File: config.mk
export PLATFORM = sky130hd
export DESIGN_NAME = rtcca_top
export DESIGN_NICKNAME = d
export VERILOG_FILES = /design/src/core/rtcca_bcd_inc.v /design/src/core/rtcca_alarm_match.v /design/src/core/rtcca_top.v
export VERILOG_INCLUDE_DIRS = /design/src /design/src/core
export SDC_FILE = /design/constraint.sdc
export NUM_CORES = 1
export LEC_CHECK = 0
export BUFFER_PORTS_ARGS = -buffer_cell sky130_fd_sc_hd__buf_2
export CAP_MARGIN = 15
export CORE_ASPECT_RATIO = 0.9
export CORE_MARGIN = 3
export CORE_UTILIZATION = 39
export DETAILED_ROUTE_END_ITERATION = 8
export GPL_ROUTABILITY_DRIVEN = 0
export SYNTH_ARGS = -nofsm -noshare
export SYNTH_HDL_FRONTEND = slang
export SYNTH_SLANG_ARGS = --single-unit
File: constraint.sdc
create_clock -name i_core_clk -period 4.5 [get_ports i_core_clk]
set_clock_uncertainty 0.15 [all_clocks]
set_input_delay 1.125 -clock i_core_clk [delete_from_list [all_inputs] [get_ports i_core_clk]]
set_output_delay 1.125 -clock i_core_clk [all_outputs]
set_load 0.005 [all_outputs]
File: src/core/rtcca_defs.vh
// Register offsets, field positions and counter limits of the clock block.
`ifndef RTCCA_DEFS_VH
`define RTCCA_DEFS_VH

// ============================================================
// Register offsets
`define RTCCA_OFS_SEC 4'h0
`define RTCCA_OFS_MIN 4'h1
`define RTCCA_OFS_HOUR 4'h2
`define RTCCA_OFS_WDAY 4'h3
`define RTCCA_OFS_DATE 4'h4
`define RTCCA_OFS_MONTH 4'h5
`define RTCCA_OFS_YEAR 4'h6
`define RTCCA_OFS_A1_SEC 4'h7
`define RTCCA_OFS_A1_MIN 4'h8
`define RTCCA_OFS_A1_HOUR 4'h9
`define RTCCA_OFS_A1_DAY 4'ha
`define RTCCA_OFS_A2_MIN 4'hb
`define RTCCA_OFS_A2_HOUR 4'hc
`define RTCCA_OFS_A2_DAY 4'hd

// ============================================================
// Field positions
`define RTCCA_MASK_BIT 7
`define RTCCA_FMT12_BIT 6
`define RTCCA_PM_BIT 5
`define RTCCA_DAYSEL_BIT 6

// ============================================================
// Counter limits and reset values, BCD
`define RTCCA_BCD_59 8'h59
`define RTCCA_BCD_23 8'h23
`define RTCCA_BCD_12 8'h12
`define RTCCA_BCD_11 8'h11
`define RTCCA_BCD_99 8'h99
`define RTCCA_BCD_31 8'h31
`define RTCCA_BCD_30 8'h30
`define RTCCA_BCD_29 8'h29
`define RTCCA_BCD_28 8'h28
`define RTCCA_BCD_01 8'h01
`define RTCCA_WDAY_MAX 3'h7
`define RTCCA_RST_ZERO 8'h00

`endif

File: src/core/rtcca_bcd_inc.v
// BCD increment with wrap from a maximum to a minimum value.
`timescale 1ns/1ns
module rtcca_bcd_inc (
    // Operand and bounds
    input wire [7:0] i_val,
    input wire [7:0] i_max,
    input wire [7:0] i_min,
    // Result
    output reg [7:0] o_next,
    output reg o_wrap
);
    always @* begin
        o_wrap = (i_val == i_max);
        if (o_wrap) begin
            o_next = i_min;
        end else if (i_val[3:0] == 4'h9) begin
            o_next = {i_val[7:4] + 4'h1, 4'h0};
        end else begin
            o_next = {i_val[7:4], i_val[3:0] + 4'h1};
        end
    end
endmodule

File: src/core/rtcca_alarm_match.v
// Alarm comparison for one alarm set against the running time.
`timescale 1ns/1ns
module rtcca_alarm_match (
    // Alarm set, seconds used only when i_has_sec is high
    input wire i_has_sec,
    input wire [7:0] i_a_sec,
    input wire [7:0] i_a_min,
    input wire [7:0] i_a_hour,
    input wire [7:0] i_a_day,
    // Time after the update
    input wire [6:0] i_sec,
    input wire [6:0] i_min,
    input wire [6:0] i_hour,
    input wire [2:0] i_wday,
    input wire [5:0] i_date,
    // Result
    output reg o_hit
);
    reg [3:0] masks;
    reg s_eq;
    reg m_eq;
    reg h_eq;
    reg d_eq;
    always @* begin
        masks = {i_a_day[7], i_a_hour[7], i_a_min[7],
            i_has_sec ? i_a_sec[7] : 1'b1};
        s_eq = i_has_sec ? (i_a_sec[6:0] == i_sec) : (i_sec == 7'h00);
        m_eq = (i_a_min[6:0] == i_min);
        h_eq = (i_a_hour[6:0] == i_hour);
        d_eq = i_a_day[6] ? (i_a_day[2:0] == i_wday)
            : (i_a_day[5:0] == i_date);
        // Alarm two has its seconds slot forced to one, so its patterns
        // are the odd codes; the odd codes d, 9 and 1 from alarm one are ignored.
        case (masks)
            4'hf: o_hit = i_has_sec ? 1'b1 : s_eq;
            4'he: o_hit = s_eq;
            4'hd: o_hit = !i_has_sec && s_eq && m_eq;
            4'hc: o_hit = s_eq && m_eq;
            4'h9: o_hit = !i_has_sec && s_eq && m_eq && h_eq;
            4'h8: o_hit = s_eq && m_eq && h_eq;
            4'h0: o_hit = s_eq && m_eq && h_eq && d_eq;
            4'h1: o_hit = !i_has_sec && s_eq && m_eq && h_eq && d_eq;
            default: o_hit = 1'b0;
        endcase
    end
endmodule

File: src/core/rtcca_top.v
// Time, calendar and alarm registers of the clock block.
// Function
// Every time field is held as BCD tens and units.
// Seconds run 00 to 59; wrap carries into minutes.
// Minutes run 00 to 59; wrap carries into hours.
// Hours wrap 23 to 00 or 11PM to 12AM, carrying to date and weekday.
// Hours bit 6 selects format: 0 is 24-hour, 1 is 12-hour.
// In 12-hour mode bit 5 is PM; otherwise hour twenties.
// Host selects the hour format before writing hours.
// Weekday counts 1 to 7 then back to 1 on day carry.
// Host keeps weekday meanings sequential.
// Host writes only valid values; invalid values are undefined.
// Date, month and year are kept in BCD.
// Date caps at month length, with February 29 in leap years.
// Date past month end returns to 1 and bumps month.
// Month runs 1 to 12; wrap bumps the year.
// Year runs 00 to 99; multiples of four are leap.
// Alarm one mask bits live in bit 7 of its four registers.
// Alarm two mask bits live in bit 7 of its three registers.
// Day select bit 6 picks weekday or date comparison.
// Alarms compare only at the per-second update and set flags.
// Alarm one rate follows its four mask bits.
// Alarm two rate follows its three mask bits.
// Seconds advance once per tick; zero bits read zero. A tick in the same cycle as a register write is lost.
`timescale 1ns/1ns
`include "rtcca_defs.vh"
module rtcca_top (
    // Clock and reset
    input wire i_core_clk,
    input wire i_rst_n,
    // One second tick from the oscillator divider, asynchronous
    input wire i_tick_1hz,
    // Register port from the serial engine, same clock
    input wire [3:0] i_reg_addr,
    input wire i_reg_wr,
    input wire [7:0] i_reg_wdata,
    output reg [7:0] o_reg_rdata,
    // Alarm events, one-cycle pulses to the status logic
    output reg o_alarm_one_flag,
    output reg o_alarm_two_flag
);
    // ============================================================
    // Reset release
    reg rst_meta_q;
    reg rst_sync_q;
    always @(posedge i_core_clk or negedge i_rst_n) begin
        if (!i_rst_n) begin
            rst_meta_q <= 1'b0;
            rst_sync_q <= 1'b0;
        end else begin
            rst_meta_q <= 1'b1;
            rst_sync_q <= rst_meta_q;
        end
    end
    wire rst_n = rst_sync_q;

    // ============================================================
    // Tick synchroniser; a change counts when stages two and three agree.
    reg tick_s1_q;
    reg tick_s2_q;
    reg tick_s3_q;
    reg tick_lvl_q;
    always @(posedge i_core_clk or negedge rst_n) begin
        if (!rst_n) begin
            tick_s1_q <= 1'b0;
            tick_s2_q <= 1'b0;
            tick_s3_q <= 1'b0;
            tick_lvl_q <= 1'b0;
        end else begin
            tick_s1_q <= i_tick_1hz;
            tick_s2_q <= tick_s1_q;
            tick_s3_q <= tick_s2_q;
            if (tick_s2_q == tick_s3_q) begin
                tick_lvl_q <= tick_s3_q;
            end
        end
    end
    wire tick = (tick_s2_q == tick_s3_q) && tick_s3_q && !tick_lvl_q;

    // ============================================================
    // Register storage
    reg [6:0] sec_q;
    reg [6:0] min_q;
    reg [6:0] hour_q;
    reg [2:0] wday_q;
    reg [5:0] date_q;
    reg [4:0] month_q;
    reg [7:0] year_q;
    reg [7:0] alarm_q [7:13];

    // ============================================================
    // Counter chain
    wire [7:0] sec_nx;
    wire [7:0] min_nx;
    wire [7:0] hr_nx;
    wire [7:0] date_nx;
    wire [7:0] mon_nx;
    wire [7:0] yr_nx;
    wire sec_w;
    wire min_w;
    wire hr_w;
    wire date_w;
    wire mon_w;
    wire fmt12 = hour_q[`RTCCA_FMT12_BIT];
    wire [7:0] hr12 = {3'h0, hour_q[4:0]};
    wire [7:0] hr_cur = fmt12 ? hr12 : {1'b0, hour_q};
    reg [7:0] hr_max;
    reg [7:0] hr_min;
    reg [7:0] mlen;
    reg leap;

    // Leap test on a BCD year: tens parity and units pattern.
    function is_leap;
        input [7:0] y;
        begin
            if (y[4]) begin
                is_leap = (y[3:0] == 4'h2) || (y[3:0] == 4'h6);
            end else begin
                is_leap = (y[3:0] == 4'h0) || (y[3:0] == 4'h4)
                    || (y[3:0] == 4'h8);
            end
        end
    endfunction

    always @* begin
        leap = is_leap(year_q);
        case (month_q)
            5'h04, 5'h06, 5'h09, 5'h11: mlen = `RTCCA_BCD_30;
            5'h02: mlen = leap ? `RTCCA_BCD_29 : `RTCCA_BCD_28;
            default: mlen = `RTCCA_BCD_31;
        endcase
        // 12-hour counts 12,01..11: from 12 go to 01, wrap at 11.
        if (fmt12) begin
            hr_max = (hr12 == `RTCCA_BCD_12) ? 8'hff : `RTCCA_BCD_11;
            hr_min = `RTCCA_BCD_12;
        end else begin
            hr_max = `RTCCA_BCD_23;
            hr_min = `RTCCA_RST_ZERO;
        end
    end

    rtcca_bcd_inc u_sec (
        .i_val({1'b0, sec_q}),
        .i_max(`RTCCA_BCD_59),
        .i_min(`RTCCA_RST_ZERO),
        .o_next(sec_nx),
        .o_wrap(sec_w)
    );
    rtcca_bcd_inc u_min (
        .i_val({1'b0, min_q}),
        .i_max(`RTCCA_BCD_59),
        .i_min(`RTCCA_RST_ZERO),
        .o_next(min_nx),
        .o_wrap(min_w)
    );
    rtcca_bcd_inc u_hour (
        .i_val((fmt12 && hr12 == `RTCCA_BCD_12) ? `RTCCA_RST_ZERO : hr_cur),
        .i_max(hr_max),
        .i_min(hr_min),
        .o_next(hr_nx),
        .o_wrap(hr_w)
    );
    rtcca_bcd_inc u_date (
        .i_val({2'h0, date_q}),
        .i_max(mlen),
        .i_min(`RTCCA_BCD_01),
        .o_next(date_nx),
        .o_wrap(date_w)
    );
    rtcca_bcd_inc u_mon (
        .i_val({3'h0, month_q}),
        .i_max(`RTCCA_BCD_12),
        .i_min(`RTCCA_BCD_01),
        .o_next(mon_nx),
        .o_wrap(mon_w)
    );
    rtcca_bcd_inc u_year (
        .i_val(year_q),
        .i_max(`RTCCA_BCD_99),
        .i_min(`RTCCA_RST_ZERO),
        .o_next(yr_nx),
        .o_wrap()
    );

    // PM flips when 11 steps to 12 in 12-hour mode.
    wire pm_flip = fmt12 && (hr12 == `RTCCA_BCD_11);
    wire day_carry = fmt12 ? (pm_flip && hour_q[`RTCCA_PM_BIT]) : hr_w;

    // Time after this tick's increment, used for alarm matching.
    reg [6:0] sec_d;
    reg [6:0] min_d;
    reg [6:0] hour_d;
    reg [2:0] wday_d;
    reg [5:0] date_d;
    reg [4:0] month_d;
    reg [7:0] year_d;
    always @* begin
        sec_d = sec_nx[6:0];
        min_d = min_q;
        hour_d = hour_q;
        wday_d = wday_q;
        date_d = date_q;
        month_d = month_q;
        year_d = year_q;
        if (sec_w) begin
            min_d = min_nx[6:0];
            if (min_w) begin
                if (fmt12) begin
                    hour_d = {1'b1, hour_q[5] ^ pm_flip, hr_nx[4:0]};
                end else begin
                    hour_d = {1'b0, hr_nx[5:0]};
                end
                if (day_carry) begin
                    wday_d = (wday_q == `RTCCA_WDAY_MAX) ? 3'h1
                        : wday_q + 3'h1;
                    date_d = date_nx[5:0];
                    if (date_w) begin
                        month_d = mon_nx[4:0];
                        if (mon_w) begin
                            year_d = yr_nx;
                        end
                    end
                end
            end
        end
    end

    // ============================================================
    // Register writes and per-second update; a write wins over a tick.
    integer k;
    always @(posedge i_core_clk or negedge rst_n) begin
        if (!rst_n) begin
            sec_q <= 7'h00;
            min_q <= 7'h00;
            hour_q <= 7'h00;
            wday_q <= 3'h1;
            date_q <= 6'h01;
            month_q <= 5'h01;
            year_q <= `RTCCA_RST_ZERO;
            for (k = 7; k <= 13; k = k + 1) begin
                alarm_q[k] <= `RTCCA_RST_ZERO;
            end
        end else if (i_reg_wr) begin
            case (i_reg_addr)
                `RTCCA_OFS_SEC: sec_q <= i_reg_wdata[6:0];
                `RTCCA_OFS_MIN: min_q <= i_reg_wdata[6:0];
                `RTCCA_OFS_HOUR: hour_q <= i_reg_wdata[6:0];
                `RTCCA_OFS_WDAY: wday_q <= i_reg_wdata[2:0];
                `RTCCA_OFS_DATE: date_q <= i_reg_wdata[5:0];
                `RTCCA_OFS_MONTH: month_q <= i_reg_wdata[4:0];
                `RTCCA_OFS_YEAR: year_q <= i_reg_wdata;
                4'h7, 4'h8, 4'h9, 4'ha, 4'hb, 4'hc, 4'hd:
                    alarm_q[i_reg_addr] <= i_reg_wdata;
                default: ;
            endcase
        end else if (tick) begin
            sec_q <= sec_d;
            min_q <= min_d;
            hour_q <= hour_d;
            wday_q <= wday_d;
            date_q <= date_d;
            month_q <= month_d;
            year_q <= year_d;
        end
    end

    // ============================================================
    // Alarm compare at the once-per-second update
    wire hit_one;
    wire hit_two;
    rtcca_alarm_match u_alarm_one (
        .i_has_sec(1'b1),
        .i_a_sec(alarm_q[7]),
        .i_a_min(alarm_q[8]),
        .i_a_hour(alarm_q[9]),
        .i_a_day(alarm_q[10]),
        .i_sec(sec_d),
        .i_min(min_d),
        .i_hour(hour_d),
        .i_wday(wday_d),
        .i_date(date_d),
        .o_hit(hit_one)
    );
    rtcca_alarm_match u_alarm_two (
        .i_has_sec(1'b0),
        .i_a_sec(`RTCCA_RST_ZERO),
        .i_a_min(alarm_q[11]),
        .i_a_hour(alarm_q[12]),
        .i_a_day(alarm_q[13]),
        .i_sec(sec_d),
        .i_min(min_d),
        .i_hour(hour_d),
        .i_wday(wday_d),
        .i_date(date_d),
        .o_hit(hit_two)
    );

    // Compare is skipped on a tick lost to a write, since time did not move.
    always @(posedge i_core_clk or negedge rst_n) begin
        if (!rst_n) begin
            o_alarm_one_flag <= 1'b0;
            o_alarm_two_flag <= 1'b0;
        end else begin
            o_alarm_one_flag <= tick && !i_reg_wr && hit_one;
            o_alarm_two_flag <= tick && !i_reg_wr && hit_two;
        end
    end

    // ============================================================
    // Read data, registered; unused bits read zero.
    always @(posedge i_core_clk or negedge rst_n) begin
        if (!rst_n) begin
            o_reg_rdata <= `RTCCA_RST_ZERO;
        end else begin
            case (i_reg_addr)
                `RTCCA_OFS_SEC: o_reg_rdata <= {1'b0, sec_q};
                `RTCCA_OFS_MIN: o_reg_rdata <= {1'b0, min_q};
                `RTCCA_OFS_HOUR: o_reg_rdata <= {1'b0, hour_q};
                `RTCCA_OFS_WDAY: o_reg_rdata <= {5'h00, wday_q};
                `RTCCA_OFS_DATE: o_reg_rdata <= {2'h0, date_q};
                `RTCCA_OFS_MONTH: o_reg_rdata <= {3'h0, month_q};
                `RTCCA_OFS_YEAR: o_reg_rdata <= year_q;
                4'h7, 4'h8, 4'h9, 4'ha, 4'hb, 4'hc, 4'hd:
                    o_reg_rdata <= alarm_q[i_reg_addr];
                default: o_reg_rdata <= `RTCCA_RST_ZERO;
            endcase
        end
    end
endmodule

== Word-level counts from Yosys, hierarchy flattened ==
Cells that the tools add are included.
Word-level totals
  flip-flop bits (word level): 115
  latch bits: 0
  bits in writable memories: 0
  ROM bits: 0
  bits of input ports: 16
  output and inout port bits: 10
  logic and storage cells: 223
  memories: 0
Cells by class
  add/sub/neg operators: 13
  multiply operators: 0
  divide/modulo/power cells: 0
  $lt $le $gt $ge: 2
  equality and inequality tests: 61
  shifts and indexed selects: 0
  mux-type cells: 73
  bitwise logic cells: 2
  reductions and logical operators: 47
Operator list (count)
  $mux W8: 15
  $mux W7: 17
  $mux W6: 12
  $eq A4 B4 Y1 const B: 17
  $pmux W8 S8: 1
  $bwmux W56: 1
  $mux W5: 10
  $eq A7 B7 Y1: 5
  $bmux W8 S4: 1
  $demux W8 S4: 1
  $add A4 B1 Y4 const B: 7
  $eq A4 B3 Y1 const B: 6
  $mux W3: 7
  $eq A5 B5 Y1 const B: 4
  $eq A6 B6 Y1: 3
  $logic_not A4 Y1: 4
  $logic_and A1 B1 Y1: 15
  $eq A7 B7 Y1 const B: 2
  $ne A2 B1 Y1 const B: 7
  $reduce_and A7 Y1: 2
  $eq A3 B3 Y1 const B: 4
  $eq A4 B2 Y1 const B: 3
  $reduce_and A2 Y1: 6
  $reduce_bool A2 Y1: 6
  other kinds (29): 42

== Longest topological paths before layout ==
  word-level depth: 16
  depth in mapped cells: 14
  depth with buffers taken out: 13

== Cells and area by module ==
Synthesis repeated with hierarchy kept, for this count alone.
Unflattened totals
  cell total of the unflattened synthesis: 878
  area, all modules: 8884.8 µm²
By module, submodules not included
  rtcca_top: times used 1, cells an instance 554, area an instance 6212.2 µm², seq. area each 2881.5 µm²
  rtcca_bcd_inc: times used 6, cells an instance 38, area an instance 320.3 µm², seq. area each 0.0 µm²
  rtcca_alarm_match: times used 2, cells an instance 48, area an instance 375.4 µm², seq. area each 0.0 µm²

== Least setup slack after synthesis ==
Ideal clock, no wire load.
  path type: flip-flop to flip-flop
  start: register hour_q[6]
  end: register o_alarm_two_flag
  library setup time: 0.094 ns
  data arrival time: 2.784 ns
  required time: 4.256 ns
  slack: 1.472 ns
  cell stages (with the launch flop): 14
  path buffers: 1
  period minus slack after synthesis: 3.028 ns
  path through: dfrtp_1 > clkbuf_1 > nand2_1 > o41a_1 > inv_1 > ha_1 > nand2_1 > or2_2 > a311oi_4 > nor2_1 > xor2_1 > nor4_1 > nand4_1 > a221oi_2
Between the ends
  word-level cells in the longest chain between the ends: 13
  elaborated cells between the ends (all ways): 32
  those cells by class: add/sub: 2; eq/ne: 5; mux: 18; bitwise: 1; reduce/logical: 6
Ends and longest elaborated chain
  start, declared: line rtcca_top.v:84  | reg [6:0] hour_q;
  start signal, assigned: line rtcca_top.v:247  | `RTCCA_OFS_HOUR: hour_q <= i_reg_wdata[6:0];
  start signal, assigned: line rtcca_top.v:259  | hour_q <= hour_d;
  $logic_and A1 B1 Y1 (no line) or $mux W6 (tied branches)
  $mux W6: line rtcca_top.v:157  | .i_val((fmt12 && hr12 == `RTCCA_BCD_12) ? `RTCCA_RST_ZERO : hr_cur),
  $add A4 B1 Y4 (tied with other cells): line rtcca_bcd_inc.v:19  | o_next = {i_val[7:4], i_val[3:0] + 4'h1};
  $mux W6: line rtcca_bcd_inc.v:16  | end else if (i_val[3:0] == 4'h9) begin
  $mux W6: line rtcca_bcd_inc.v:14  | if (o_wrap) begin
  $mux W7: line rtcca_top.v:208  | if (fmt12) begin
  $mux W7: line rtcca_top.v:207  | if (min_w) begin
  $mux W7: line rtcca_top.v:205  | if (sec_w) begin
  $eq A7 B7 Y1: line rtcca_alarm_match.v:29  | h_eq = (i_a_hour[6:0] == i_hour);
  $logic_and A1 B1 Y1: line rtcca_alarm_match.v:39, rtcca_alarm_match.v:41, rtcca_alarm_match.v:42
  $logic_and A1 B1 Y1: line rtcca_alarm_match.v:41, rtcca_alarm_match.v:42
  $pmux W1 S4 *: line rtcca_alarm_match.v:34  | case (masks)
  $logic_and A1 B1 Y1 *: line rtcca_top.v:305  | o_alarm_two_flag <= tick && !i_reg_wr && hit_two;
  end signal, assigned: line rtcca_top.v:305
  end, declared: line rtcca_top.v:40  | output reg o_alarm_two_flag
Mark *: on every way between the ends. The rest lies on a longest branch, timed or not.
A chain may end at the register's enable or synchronous reset.

== Worst setup path in the final report ==
  start: register sec_q[0]
  end: register o_alarm_one_flag
Between the ends
  word-level cells in the longest chain between the ends: 9
  elaborated cells between the ends (all ways): 20
  those cells by class: add/sub: 1; eq/ne: 7; mux: 8; reduce/logical: 4
Ends and longest elaborated chain
  start, declared: line rtcca_top.v:82  | reg [6:0] sec_q;
  start signal, assigned: line rtcca_top.v:245  | `RTCCA_OFS_SEC: sec_q <= i_reg_wdata[6:0];
  $add A4 B1 Y4 or $eq A4 B4 Y1 (tied branches): line rtcca_bcd_inc.v:19, rtcca_bcd_inc.v:16
  $mux W7: line rtcca_bcd_inc.v:16
  $mux W7: line rtcca_bcd_inc.v:14
  $eq A7 B7 Y1: line rtcca_alarm_match.v:27  | s_eq = i_has_sec ? (i_a_sec[6:0] == i_sec) : (i_sec == 7'h00);
  $logic_and A1 B1 Y1: line rtcca_alarm_match.v:38, rtcca_alarm_match.v:40, rtcca_alarm_match.v:41
  $logic_and A1 B1 Y1: line rtcca_alarm_match.v:40, rtcca_alarm_match.v:41
  $logic_and A1 B1 Y1: line rtcca_alarm_match.v:41  | 4'h0: o_hit = s_eq && m_eq && h_eq && d_eq;
  $pmux W1 S5 *: line rtcca_alarm_match.v:34
  $logic_and A1 B1 Y1 *: line rtcca_top.v:304  | o_alarm_one_flag <= tick && !i_reg_wr && hit_one;
  end signal, assigned: line rtcca_top.v:304
  end, declared: line rtcca_top.v:39  | output reg o_alarm_one_flag,
Marks and branches as above.

==> out/results.ini <==
[critical_path]
cp_data_required_time_ns = 4.72
reg2reg_from = sec_q[0]
ff2ff_path_depth = 10
cp-end-kind = register
crit_path_max_fanout = 14
crit_path_start_kind = register
regToRegSetupSlack_ns = 0.54
crit_start = sec_q[0]
critical_path_class = register to register
crit_arrival_ns = 4.18

[sta]
period_share_pct = 88.0
slew_headroom_pct = 30.5
finalSetupViolCount = 0
setup_tns_ns = 0
slew_viol_final = 0
fmax_mhz = 253
period_needed_ns = 3.96
worstMarginPinSlew_ns = 1.04
rsz0062_at_grt = false
report.final.hold_viol_count = 0

[cells_and_area]
fin_nets = 875
fill_cells = 1914
utilization_pct = 45.2
layout-drive-gt1-share_pct = 19.8
multiInputGateArea_mm2 = 0.00462
syn2layout_area_growth_pct = 12.4
diodes = 0
seq_area_mm2 = 0.00289

[clock_tree]
cts_resized = 0
cts_tree = done
root_buffer = clkbuf_16
clock_latency_ns = 0.43
ctsHoldBuffers = 0
cts_buffers = 17
cts_max_level = 4
cts.sinks = 115
cts.clk_slew.worst_paths_ns = 0.06
clockBufferDepth = 2
cts_setup_buffers = 0

[synthesis]
yosysSeqAreaShare_pct = 36.8
yosys_register_bits = 115
synthFlopType = dfrtp_1
syn_area_mm2 = 0.00783
syn_inst = 839
synthArstFlopShare_pct = 100
synth.distinct_cells = 85
synth_nets = 873
yosys_warnings = 0
postSynthAreaPerCell_um2 = 9.34
synth_edf_count = 0

[worst_hold_path]
whs_path_depth = 0
min_from = tick_s1_q
min_path_type = register to register

[detailed_routing]
vias_per_cell = 6.18
wl_mm = 25.3
drc_errors = 0
dr.pass1.iters = 7
drtIter0Drc = 802
drtAntennaViolNets = 0
vias = 6822
wl_per_cell_um = 22.9

[floorplanning]
die_w_um = 155
initial_core_util_pct = 40.3
die_y_um = 140
core_area_mm2 = 0.0195
io_pins = 26
core.rowCount = 48
die_area_mm2 = 0.0218

[power]
vdd_drop_max_v = 0.000298
power_density_mw_per_mm2 = 504
leakage_uw = 0.00361

[grt]
grtUsageMet1_pct = 35.1
grt_pass1_vias = 6398
grt-ovfl-total = 0
grt_max_degree = 66
grt_use_met2_pct = 33.7
grt_first_pass_wirelength_mm = 39.0
met3_usage_pct = 4.82
grt_antenna_before_repair = 0
grt_use_total_pct = 23.3
grt.busiest_layer = met1

[placed_design]
port_buffers = 25
dp_hpwl_mm = 18.5

[run_status]
outcome = complete, no violations

[flow_run]
maxCapViolCount = 0

==> cell usage in the layout (no fill, tap or decap), types with 8 or more instances in the layout <==
master	instances
dfrtp_1	111
nand2_1	90
mux2_2	65
o21ai_0	63
a21oi_1	52
nor2_1	49
xor2_1	31
buf_2	25
inv_1	24
nand3_1	24
nor3_1	20
xnor2_1	19
ha_1	18
nand2b_1	17
clkbuf_16	17
o31ai_1	14
a22oi_1	13
buf_4	13
mux2i_1	12
nor4_1	10
nor2b_1	9
mux4_2	8
==> report_power, final <==
part	internal (uW)	leakage, uW	switching, uW
combinational	553	0.00190	635
sequential	1260	0.00139	419
clock	1050	0.000320	514
==> cell usage after synthesis, types with 13 or more instances <==
master | instances | share of area, %
dfrtp_1 | 112 | 36
nand2_1 | 90 | 4.3
mux2_2 | 65 | 9.3
o21ai_0 | 63 | 4.0
a21oi_1 | 52 | 3.3
nor2_1 | 49 | 2.3
clkbuf_1 | 39 | 1.9
xor2_1 | 31 | 3.5
inv_1 | 24 | 1.2
nand3_1 | 24 | 1.5
nor3_1 | 20 | 1.3
xnor2_1 | 19 | 2.1
ha_1 | 18 | 2.9
nand2b_1 | 17 | 1.4
o31ai_1 | 14 | 1.3
a22oi_1 | 13 | 1.2
==> registers in the layout (all words and copies together), names as in the netlist <==
| name | count |
|---|---|
| rst_n | 1 |
| date_q | 6 |
| tick_lvl_q | 1 |
| wday_q | 3 |
| o_alarm_two_flag | 1 |
| min_q | 7 |
| hour_q | 7 |
| rst_meta_q | 1 |
| alarm_q | 56 |
| o_reg_rdata | 8 |
| o_alarm_one_flag | 1 |
| tick_s1_q | 1 |
| is_leap.y | 8 |
| sec_q | 7 |
| month_q | 5 |
| tick_s3_q | 1 |
| tick_s2_q | 1 |
==> routing by layer <==
| layer | part of all wire [%] | routed length (um) | vias to the layer above |
|---|---|---|---|
| met2 | 43 | 10800 | 349 |
| met4 | 2.6 | 649 | 0 |
| met5 | 0 | 0 | - |
| met3 | 9.2 | 2320 | 47 |
| li1 | - | - | 3100 |
| met1 | 46 | 11600 | 3326 |
==> per-stage QoR <==
step / power (uW) / hold WS (ns) / cell area (um2) / std cells / setup WS (ns)
floorplan: 2470 / 0.181 / 7830 / 839 / 0.914
global placement: 2830 / 0.183 / 8130 / 1072 / 0.694
detailed placement: 2850 / 0.187 / 8130 / 1072 / 0.652
CTS: 4420 / 0.199 / 8800 / 1104 / 0.617
global route: 4650 / 0.202 / 8800 / 1104 / 0.385
finish: 4430 / 0.197 / 8800 / 1104 / 0.542
==> critical path, stage by stage (launching register included) <==
cell and delay (ns):
dfrtp_1 0.56, ha_1 0.30, nand3b_4 0.21, nor4_1 0.91, nand3_1 0.27, a21o_1 0.24
o31ai_1 0.42, and2_1 0.20, o211ai_1 0.10, o31ai_1 0.34, a31o_2 0.20
==> worst paths after layout <==
check	end
max in group asynchronous	sec_q[6]
min	tick_s2_q
min reg2reg	tick_s2_q
max	o_alarm_one_flag
min in group asynchronous	alarm_q[4]
max reg2reg	o_alarm_one_flag
==> kinds of logic after synthesis <==
family / count (synthesis) / share of synthesized area [%]
fa+ha+maj: 18 / 2.88
buf+inv: 79 / 4.27
mux: 87 / 13.5
simple gates: 266 / 17.5
other cells: 1 / 0.0479
flops: 115 / 36.8
xor+xnor: 50 / 5.59
compound gates: 223 / 19.5
==> area by class of cell <==
cell class | count | area share [%]
flip-flops and latches | 115 | 32.8
inverters | 24 | 1.02
repair buffers | 38 | 2.53
multi-input cells | 645 | 52.5
clock buffers | 19 | 5.03
clock inverters | 13 | 2.62
well taps | 250 | 3.55
Power figures use the tool's default switching activity.
